`config.mk`:
```
export PLATFORM = sky130hd
export DESIGN_NAME = pbsi_status_id
export DESIGN_NICKNAME = d
export VERILOG_FILES = /design/src/design/pbsi_sync.v /design/src/design/pbsi_status_id.v
export VERILOG_INCLUDE_DIRS = /design/src /design/src/pkg
export SDC_FILE = /design/constraint.sdc
export NUM_CORES = 1
export LEC_CHECK = 0
export BUFFER_PORTS_ARGS = -buffer_cell sky130_fd_sc_hd__buf_2
export CAP_MARGIN = 10
export CORE_MARGIN = 5
export CORE_UTILIZATION = 54
export CTS_CLUSTER_DIAMETER = 100
export DETAILED_ROUTE_END_ITERATION = 12
export MAX_ROUTING_LAYER = met4
export PLACE_DENSITY = 0.74
export SLEW_MARGIN = 0
export SYNTH_ARGS = -nofsm -noshare
export SYNTH_HDL_FRONTEND = slang
export SYNTH_HIERARCHICAL = 1
export SYNTH_SLANG_ARGS = --single-unit
```
`constraint.sdc`:
```
create_clock -name mclk -period 3.1 [get_ports mclk]
set_clock_uncertainty 0.1 [all_clocks]
set_input_delay 0.465 -clock mclk [delete_from_list [all_inputs] [get_ports mclk]]
set_output_delay 0.465 -clock mclk [all_outputs]
set_load 0.01 [all_outputs]
```
`src/pkg/pbsi_consts.vh`:
```
// Constants for the basic status and identifier register block.
// Assumes inclusion by bare name from the design files.
`ifndef PBSI_CONSTS_VH
`define PBSI_CONSTS_VH

// Register addresses on the management bus
`define PBSI_REG_STATUS     5'h01
`define PBSI_REG_ID_HIGH    5'h02
`define PBSI_REG_ID_LOW     5'h03

// Fixed part of the status word: bits 14:11, 7, 6, 3 and 0 set
`define PBSI_STATUS_FIXED   16'h78c9

// Live and latched status bit positions
`define PBSI_BIT_AN_DONE    5
`define PBSI_BIT_RFAULT     4
`define PBSI_BIT_LINK       2
`define PBSI_BIT_JABBER     1

// Management frame fields
`define PBSI_PRE_LEN        6'h20
`define PBSI_OP_READ        2'h2
`define PBSI_OP_WRITE       2'h1
`define PBSI_OP_LAST        5'h01
`define PBSI_FIELD_LAST     5'h04
`define PBSI_DATA_LAST      5'h0f

`endif

```
`src/design/pbsi_sync.v`:
```
// Two-stage synchroniser for a group of asynchronous inputs.
// Assumes the inputs are independent levels; no bus coherence is implied.
module pbsi_sync #(
    parameter W = 1
) (
    // Clock and reset
    input  wire         clk,
    input  wire         rst_n,
    // Data
    input  wire [W-1:0] d,
    output wire [W-1:0] q
);

    reg [W-1:0] meta_q;
    reg [W-1:0] sync_q;

    always @(posedge clk or negedge rst_n) begin
        if (!rst_n) begin
            meta_q <= {W{1'b0}};
            sync_q <= {W{1'b0}};
        end else begin
            meta_q <= d;
            sync_q <= meta_q;
        end
    end

    assign q = sync_q;

endmodule // pbsi_sync

```
`src/design/pbsi_status_id.v`:
```
// Basic mode status and PHY identifier registers behind a serial management slave.
// Assumes mdc and mdio_in are asynchronous pins, event inputs come from mclk logic,
// and a pull-up keeps the shared data line high when nobody drives it.
// Writes are parsed to their end and dropped; nothing here is writable.
`include "pbsi_consts.vh"

module pbsi_status_id #(
    parameter [23:0] ORG_ID    = 24'h5a3c69,  // Arbitrary value
    parameter [5:0]  MODEL_NUM = 6'h2b,       // Arbitrary value
    parameter [3:0]  MODEL_REV = 4'h3         // Arbitrary value
) (
    // Clock and reset
    input  wire       mclk,
    input  wire       rst_n,
    // Management pins
    input  wire       mdc,
    input  wire       mdio_in,
    output reg        mdio_out,
    output reg        mdio_oe,
    // Management address strap
    input  wire [4:0] phy_addr,
    // Status events from the transceiver
    input  wire       an_complete,
    input  wire       far_end_fault,
    input  wire       lp_remote_fault,
    input  wire       link_good,
    input  wire       jabber
);

    // Frame receiver states
    localparam [2:0] ST_IDLE  = 3'h0;
    localparam [2:0] ST_START = 3'h1;
    localparam [2:0] ST_OP    = 3'h2;
    localparam [2:0] ST_PHYAD = 3'h3;
    localparam [2:0] ST_REGAD = 3'h4;
    localparam [2:0] ST_TA    = 3'h5;
    localparam [2:0] ST_RDATA = 3'h6;
    localparam [2:0] ST_WDATA = 3'h7;

    // Read data for one register address
    function [15:0] reg_word;
        input [4:0]  addr;
        input        an;
        input        rf;
        input        lnk;
        input        jab;
        reg   [15:0] st;
        begin
            st = `PBSI_STATUS_FIXED;
            st[`PBSI_BIT_AN_DONE] = an;
            st[`PBSI_BIT_RFAULT]  = rf;
            st[`PBSI_BIT_LINK]    = lnk;
            st[`PBSI_BIT_JABBER]  = jab;
            case (addr)
                `PBSI_REG_STATUS:  reg_word = st;
                `PBSI_REG_ID_HIGH: reg_word = ORG_ID[21:6];
                `PBSI_REG_ID_LOW:  reg_word = {ORG_ID[5:0], MODEL_NUM, MODEL_REV};
                default:           reg_word = 16'h0000;
            endcase
        end
    endfunction

    // Only read and write opcodes start a transfer
    function op_ok;
        input [1:0] op;
        begin
            op_ok = (op == `PBSI_OP_READ) || (op == `PBSI_OP_WRITE);
        end
    endfunction

    // Answer word after one bit has gone out, msb first
    function [15:0] next_shift;
        input [15:0] w;
        begin
            next_shift = {w[14:0], 1'b0};
        end
    endfunction

    wire [6:0] sync_w;
    wire       mdc_s;
    wire       bit_s;
    wire [4:0] addr_s;

    // Clock pin, data pin and strap all pass two flip-flops before use
    pbsi_sync #(
        .W (7)
    ) u_sync (
        .clk   (mclk),
        .rst_n (rst_n),
        .d     ({mdc, mdio_in, phy_addr}),
        .q     (sync_w)
    );

    assign mdc_s  = sync_w[6];
    assign bit_s  = sync_w[5];
    assign addr_s = sync_w[4:0];

    // Frame receiver
    reg        mdc_prev_q;
    reg [2:0]  state_q;
    reg [4:0]  cnt_q;
    reg [5:0]  pre_cnt_q;
    reg        pre_ok_q;
    reg [1:0]  op_q;
    reg [4:0]  phyad_q;
    reg [4:0]  regad_q;
    reg [15:0] shift_q;
    // Status bits behind the status word
    reg        an_q;
    reg        rf_q;
    reg        link_q;
    reg        jab_q;

    wire rise     = mdc_s & ~mdc_prev_q;
    wire is_read  = (op_q == `PBSI_OP_READ);
    wire for_us   = (phyad_q == addr_s);
    // Status read is committed when the answer word is loaded
    wire rd_clr   = rise && (state_q == ST_TA) && (cnt_q == 5'h00) && is_read
                    && for_us && (regad_q == `PBSI_REG_STATUS);

    // Live negotiation-complete bit, one cycle behind its input
    always @(posedge mclk or negedge rst_n) begin
        if (!rst_n) begin
            an_q <= 1'b0;
        end else begin
            an_q <= an_complete;
        end
    end

    // Remote fault latch; a new fault wins over the read clear
    always @(posedge mclk or negedge rst_n) begin
        if (!rst_n) begin
            rf_q <= 1'b0;
        end else begin
            rf_q <= far_end_fault | lp_remote_fault | (rf_q & ~rd_clr);
        end
    end

    // Latch-low link bit; rises again only on a status read with good link
    always @(posedge mclk or negedge rst_n) begin
        if (!rst_n) begin
            link_q <= 1'b0;
        end else begin
            link_q <= link_good & (link_q | rd_clr);
        end
    end

    // Jabber latch; a new jabber wins over the read clear
    always @(posedge mclk or negedge rst_n) begin
        if (!rst_n) begin
            jab_q <= 1'b0;
        end else begin
            jab_q <= jabber | (jab_q & ~rd_clr);
        end
    end

    // Management frame receiver and read answer
    always @(posedge mclk or negedge rst_n) begin
        if (!rst_n) begin
            mdc_prev_q <= 1'b0;
            state_q    <= ST_IDLE;
            cnt_q      <= 5'h00;
            pre_cnt_q  <= 6'h00;
            pre_ok_q   <= 1'b0;
            op_q       <= 2'h0;
            phyad_q    <= 5'h00;
            regad_q    <= 5'h00;
            shift_q    <= 16'h0000;
            mdio_out   <= 1'b0;
            mdio_oe    <= 1'b0;
        end else begin
            mdc_prev_q <= mdc_s;
            if (rise) begin
                case (state_q)
                    ST_IDLE: begin
                        if (bit_s) begin
                            if (pre_cnt_q != `PBSI_PRE_LEN) begin
                                pre_cnt_q <= pre_cnt_q + 6'h01;
                            end
                        end else begin
                            pre_cnt_q <= 6'h00;
                            // Preamble may be skipped once one full preamble was seen
                            if (pre_ok_q || (pre_cnt_q == `PBSI_PRE_LEN)) begin
                                pre_ok_q <= 1'b1;
                                state_q  <= ST_START;
                            end
                        end
                    end
                    ST_START: begin
                        cnt_q   <= 5'h00;
                        state_q <= bit_s ? ST_OP : ST_IDLE;
                    end
                    ST_OP: begin
                        op_q <= {op_q[0], bit_s};
                        if (cnt_q == `PBSI_OP_LAST) begin
                            cnt_q <= 5'h00;
                            if (op_ok({op_q[0], bit_s})) begin
                                state_q <= ST_PHYAD;
                            end else begin
                                pre_ok_q <= 1'b0;
                                state_q  <= ST_IDLE;
                            end
                        end else begin
                            cnt_q <= cnt_q + 5'h01;
                        end
                    end
                    ST_PHYAD: begin
                        phyad_q <= {phyad_q[3:0], bit_s};
                        if (cnt_q == `PBSI_FIELD_LAST) begin
                            cnt_q   <= 5'h00;
                            state_q <= ST_REGAD;
                        end else begin
                            cnt_q <= cnt_q + 5'h01;
                        end
                    end
                    ST_REGAD: begin
                        regad_q <= {regad_q[3:0], bit_s};
                        if (cnt_q == `PBSI_FIELD_LAST) begin
                            cnt_q   <= 5'h00;
                            state_q <= ST_TA;
                        end else begin
                            cnt_q <= cnt_q + 5'h01;
                        end
                    end
                    ST_TA: begin
                        if (cnt_q == 5'h00) begin
                            // First turnaround bit: take the line, load the answer
                            cnt_q <= 5'h01;
                            if (is_read) begin
                                if (for_us) begin
                                    mdio_oe  <= 1'b1;
                                    mdio_out <= 1'b0;
                                    shift_q  <= reg_word(regad_q, an_q, rf_q, link_q, jab_q);
                                end
                            end else if (!bit_s) begin
                                pre_ok_q <= 1'b0;
                                state_q  <= ST_IDLE;
                            end
                        end else begin
                            cnt_q <= 5'h00;
                            // Second turnaround bit: the first data bit goes out
                            if (is_read) begin
                                if (for_us) begin
                                    mdio_out <= shift_q[15];
                                    shift_q  <= next_shift(shift_q);
                                end
                                state_q <= ST_RDATA;
                            end else if (bit_s) begin
                                pre_ok_q <= 1'b0;
                                state_q  <= ST_IDLE;
                            end else begin
                                state_q <= ST_WDATA;
                            end
                        end
                    end
                    ST_RDATA: begin
                        if (cnt_q == `PBSI_DATA_LAST) begin
                            // Last data bit is out: release the line
                            mdio_oe  <= 1'b0;
                            mdio_out <= 1'b0;
                            state_q  <= ST_IDLE;
                        end else begin
                            cnt_q <= cnt_q + 5'h01;
                            if (for_us) begin
                                mdio_out <= shift_q[15];
                                shift_q  <= next_shift(shift_q);
                            end
                        end
                    end
                    ST_WDATA: begin
                        // Write data is counted and dropped
                        if (cnt_q == `PBSI_DATA_LAST) begin
                            state_q <= ST_IDLE;
                        end else begin
                            cnt_q <= cnt_q + 5'h01;
                        end
                    end
                    default: begin
                        state_q <= ST_IDLE;
                    end
                endcase
            end
        end
    end

endmodule // pbsi_status_id

```
# Yosys cells after proc, flatten, opt, wreduce, memory -nomap -nowiden

Cells that the tools add are included.

Memories kept: 0
Bits in writable memories: 0
Flip-flop bits (word level): 64
Memory bits (read-only): 0
Logic and storage cells: 142
Output and inout bits: 2
Latch bits: 0
Bits of input ports: 14

Reduce and logical (&&, ||, !) cells: 24
Shift operators: 0
Mux-type cells: 51
Add/subtract/negate cells: 2
Eq/ne operators: 38
Order comparisons: 0
Div/mod/pow operators: 0
Multiply operators: 0
Bitwise logic cells: 10

Operator list:

| kind                  | count |
|---|---|
| $mux W16              | 6 |
| $pmux W16 S3          | 1 |
| $mux W3               | 11 |
| $pmux W16 S2          | 1 |
| $ne A2 B2 Y1 const B  | 13 |
| $pmux W5 S5           | 1 |
| $pmux W3 S7           | 1 |
| $mux W1               | 20 |
| $reduce_and A9 Y1     | 2 |
| $mux W5               | 3 |
| $eq A3 B3 Y1 const B  | 4 |
| $mux W6               | 2 |
| $eq A5 B1 Y1 const B  | 2 |
| $eq A5 B2 Y1 const B  | 2 |
| $ne A3 B3 Y1 const B  | 3 |
| $add A6 B1 Y6 const B | 1 |
| $eq A3 B2 Y1 const B  | 2 |
| $eq A6 B6 Y1 const B  | 1 |
| $ne A6 B6 Y1 const B  | 1 |
| $reduce_and A2 Y1     | 3 |
| $reduce_and A3 Y1     | 2 |
| $reduce_and A6 Y1     | 1 |
| $add A5 B1 Y5 const B | 1 |
| $eq A5 B3 Y1 const B  | 1 |
| other kinds (23)      | 40 |

# Depth between registers and ports, before layout

Depth in word-level cells: 10
Mapped depth: 9
Gate-level depth less buffers: 8

# By module

Netlist, hierarchy kept.

Modules (own cells, without submodules):

| module         | instances | cells each | seq. area each (um^2) | area an instance (um^2) |
|---|---|---|---|---|
| pbsi_status_id | 1         | 293        | 1251.2                | 2776.4 |
| pbsi_sync      | 1         | 14         | 350.3                 | 350.3 |

# Worst setup path after synthesis

Ideal clock, no wire load.

Kind: register to register
From: register cnt_q[0]
To: register shift_q[15]
Setup time: 132 ps
Path slack: 774 ps
Cell stages (with the launch flop): 10
Path buffers: 1
Arrival time: 2093 ps
Clock period less this slack: 2326 ps
Data required time: 2868 ps
Path through: dfrtp_1 > ha_1 > and3_2 > ha_1 > nor3b_1 > o22ai_1 > or4_1 > clkbuf_1 > nand2_1 > o21ai_1

Longest elaborated chain between the ends: 3
Elaborated cells on any way between the ends: 7
Those cells by class: eq/ne (3); mux (2); reduce/logical (2)

Ends and longest elaborated chain:

| element                                                                   | RTL line             | RTL |
|---|---|---|
| start: declaration                                                        | pbsi_status_id.v:101 | `reg [4:0] cnt_q;` |
| start signal: assignment                                                  | pbsi_status_id.v:204 | `cnt_q <= cnt_q + 5'h01;` |
| start signal: assignment                                                  | pbsi_status_id.v:213 | `cnt_q <= cnt_q + 5'h01;` |
| start signal: assignment                                                  | pbsi_status_id.v:222 | `cnt_q <= cnt_q + 5'h01;` |
| $eq A5 B4 Y1 (no source line) / $logic_not A5 Y1 (equally long branches)  | -                    |  |
| $ne A2 B2 Y1 (no source line) (tied with other cells)                     | -                    |  |
| $reduce_and A5 Y1 (no source line) / $pmux W16 S2 (equally long branches) | -                    |  |
| end signal: assignment                                                    | pbsi_status_id.v:233 | `shift_q <= reg_word(regad_q, an_q, rf_q, link_q, jab_q);` |
| end signal: assignment                                                    | pbsi_status_id.v:245 | `shift_q <= next_shift(shift_q);` |
| end signal: assignment                                                    | pbsi_status_id.v:266 | `shift_q <= next_shift(shift_q);` |
| end: declaration                                                          | pbsi_status_id.v:107 | `reg [15:0] shift_q;` |

Several ways; a longest one is shown, not always the timed one.
A chain may end at the register's enable or synchronous reset.

# Final worst setup path

From: register cnt_q[0]
To: register shift_q[13]

The elaborated chain is that of the path after synthesis.

==> results_dict.tcl <==
set metrics [dict create \
    hold_class "in -> reg" \
    n_antenna_cell 0 \
    tightest_slew_ns 0.783 \
    drc 0 \
    final_util_pct 61.9 \
    start_kind "flip-flop" \
    globalplace.congestion 0.834 \
    synth-seq-cells 64 \
    p_per_area_mw_per_mm2 496 \
    hold_path_end "u_sync/meta_q[0]" \
    rsz0062_at_grt "no" \
    max_slew_margin_pct 47.8 \
    regToRegStartpoint "cnt_q[0]" \
    synth_edf_count 0 \
    cp.required_ns 3.23 \
    status "completed" \
    yosysSeqAreaShare_pct 51.2 \
    synth_top_cell_area_share_pct 51.2 \
    async_reset_ff_share_pct 100 \
    rrSetupSlack_ns 0.58 \
    die_h_um 86.1 \
    vias_per_cell 5.73 \
    vias 2280 \
    path_clk_slew_ns 0.08 \
    clock_latency_ns 0.36 \
    grt_pass1_vias 2216 \
    io_buffers 15 \
    gr-total-overflow 0 \
    root_buffer "clkbuf_8" \
    grt_max_degree 65 \
    yosysTopAreaCell "dfrtp_1" \
    clockBufferDepth 2 \
    worstPathCellList "ha_1 > and3_2 > ha_1 > nor3b_1 > o22ai_1 > or4_1 > buf_4 > nand2_1 > o21ai_1" \
    critPathCaptureType "flip-flop" \
    start_util_pct 56.1 \
    wl_per_cell_um 14.8 \
    synthCells 307 \
    dp_hpwl_um 3890 \
    max_freq_mhz 397 \
    synth_mux_area_share_pct 4.40 \
    cts_tree "yes" \
    core_area_mm2 0.00557 \
    switching_share_pct 25.6 \
    htree_num_levels 3 \
    die-area_mm2 0.00741 \
    ys_top_cells_by_area "dfrtp_1 51%, nand2_1 4.8%, a21oi_1 4.5%" \
    drtIter0Drc 119 \
    ant_nets 0 \
    cts_hold_buffers 0 \
    max-cap-violations 0 \
    hold_path_depth 1 \
    drive_gt1_share_pct 18.7 \
    arrival_ns 2.65 \
    synth_top_family_by_area "simple AND/OR/NAND/NOR gates" \
    synth_area_mm2 0.00313 \
    min_period_ns 2.52 \
    pwr-share-clk_pct 42.9 \
    p_sw_uw 438 \
    ios 16 \
    antenna_found_initial 0 \
    crit_top_cell "ha_1" \
    syn_to_final_growth_pct 10.4 \
    synth_most_common_cell "dfrtp_1" \
    routed_wl_um 5890 \
    yosysWarnings 6 \
    synthAdderAreaFrac_pct 2.40 \
    cts_resized 0 \
    final_area_mm2 0.00345 \
    setup_ws_ns 0.584 \
    p_comb_share_pct 4.6 \
    p_int_uw 1270 \
    synth_compound_area_share_pct 16.5 \
    grt_usage_pct 18.7 \
    worstHoldStart "phy_addr[0]" \
    setup_viol 0 \
    worstPathMaxFanout 30 \
    placed_area_mm2 0.00325 \
    die_w_um 86.1 \
    synthSimpleGateAreaFrac_pct 19.1 \
    slew_viol_final 0 \
    ys_top_cells_by_count "64 x dfrtp_1, 40 x nand2_1, 28 x a21oi_1, 18 x o21ai_0, 14 x o21ai_1" \
    numCtsBuffers 9 \
    rows 27 \
    p_leak_uw 0.00150 \
    postCtsSetupBuffers 0 \
    post-place-ws_ns 0.641 \
    r2r.worst_path.cells 9 \
    synth_xor_area_share_pct 2.24 \
    r2r_end "shift_q[13]" \
    p_seq_share_pct 52.4 \
    fin_hold_ws_ns 0.105 \
    first_pass_iters 4 \
    syn_nets 327 \
    clkSinkCount 64 \
    grt_pass1_wl_um 10500 \
    critPathMaxStageDelay_ns 0.44 \
    finalCritPeriodShare_pct 81.2 \
    finalHoldViolations 0 \
    fin_nets 341 \
    synth.distinct_cells 57 \
    crit_type "reg -> reg" \
    crit_slowest_cell "dfrtp_1" \
    syn-mean-instance-area_um2 10.2 \
    setup_tns_ns 0 \
    ir_drop_mv 0.420 \
    cp-startpoint "cnt_q[0]" \
    synthFlopType "dfrtp_1" \
]
==> cell usage in the layout (no fill, tap or decap), types with 3 or more instances in the layout <==
cell type	n
clkbuf_8	9
nand3_1	11
nor4_1	3
o21ai_0	18
nor2_1	5
nand4_1	3
xnor2_1	8
dfrtp_1	64
inv_1	8
ha_1	6
nor3b_1	4
mux2_2	10
nor3_1	12
a21oi_1	28
nor2b_1	5
buf_4	7
o21ai_1	14
inv_6	3
buf_2	15
nand2_1	40
==> metal layers <==
layer / track usage, % / vias to the layer above / share of wire (%)
met2: 28.2 / 39 / 48
li1: - / 1128 / -
met3: 7.01 / 11 / 4.8
met5: - / - / 0
met4: 5.90 / 0 / 1.2
met1: 23.2 / 1102 / 46
==> layout make-up <==
class / count / area, um^2
clock buffer: 9 / 124
clock inverter: 7 / 77.6
fill: 479 / 2120
inverter: 9 / 33.8
multi-input combinational: 215 / 1400
sequential: 64 / 1600
tap: 72 / 90.1
timing repair buffer: 22 / 128
==> critical path, delay by kind of cell (launching register included) <==
kind	cells	cell delay, ns
compound gates	2	0.21
buf+inv	1	0.23
fa+ha+maj	2	0.48
flops	1	0.44
simple gates	4	0.92
==> metrics by stage <==
stage | power, uW | std cells
6_report | 1710 | 398
5_1_grt | 1800 | 398
4_1_cts | 1730 | 398
3_5_place_dp | 995 | 382
3_3_place_gp | 989 | 382
2_1_floorplan | 953 | 307
==> logic make-up (layout without fill, tap and decap cells) <==
| kind of cell | count (synthesis) | in the layout |
|---|---|---|
| xor+xnor | 8 | 8 |
| compound gates | 85 | 85 |
| mux | 12 | 12 |
| fa+ha+maj | 6 | 6 |
| flops | 64 | 64 |
| buf+inv | 28 | 47 |
| simple gates | 104 | 104 |
==> state kept, by name (all words and copies together), names as in the netlist <==
register,count
mdio_oe,1
op_q,2
mdio_out,1
phyad_q,5
pre_cnt_q,6
pre_ok_q,1
u_sync/meta_q,7
shift_q,16
u_sync/q,7
link_q,1
state_q,3
cnt_q,5
regad_q,5
an_q,1
jab_q,1
rf_q,1
mdc_prev_q,1
==> how the worst max path moves through the flow <==
stage	end	slack, ns	cells past startpoint
after floorplan	shift_q[15]	0.77	9
after global routing	shift_q[13]	0.43	9
after CTS	shift_q[13]	0.59	9
after detailed placement	shift_q[13]	0.64	9
final	shift_q[13]	0.58	9
after global placement	shift_q[7]	0.70	9
==> power by group through the flow <==
| stage | Combinational (uW) | Clock, uW | Sequential [uW] |
|---|---|---|---|
| 5_1_grt | 92.4 | 803 | 903 |
| 2_1_floorplan | 49.8 | 0 | 904 |
| 6_report | 79.5 | 735 | 898 |
| 3_3_place_gp | 77.9 | 0 | 912 |
| 4_1_cts | 81.9 | 752 | 897 |
| 3_5_place_dp | 81.2 | 0 | 914 |
No activity file was read; power rests on OpenSTA's default activity.
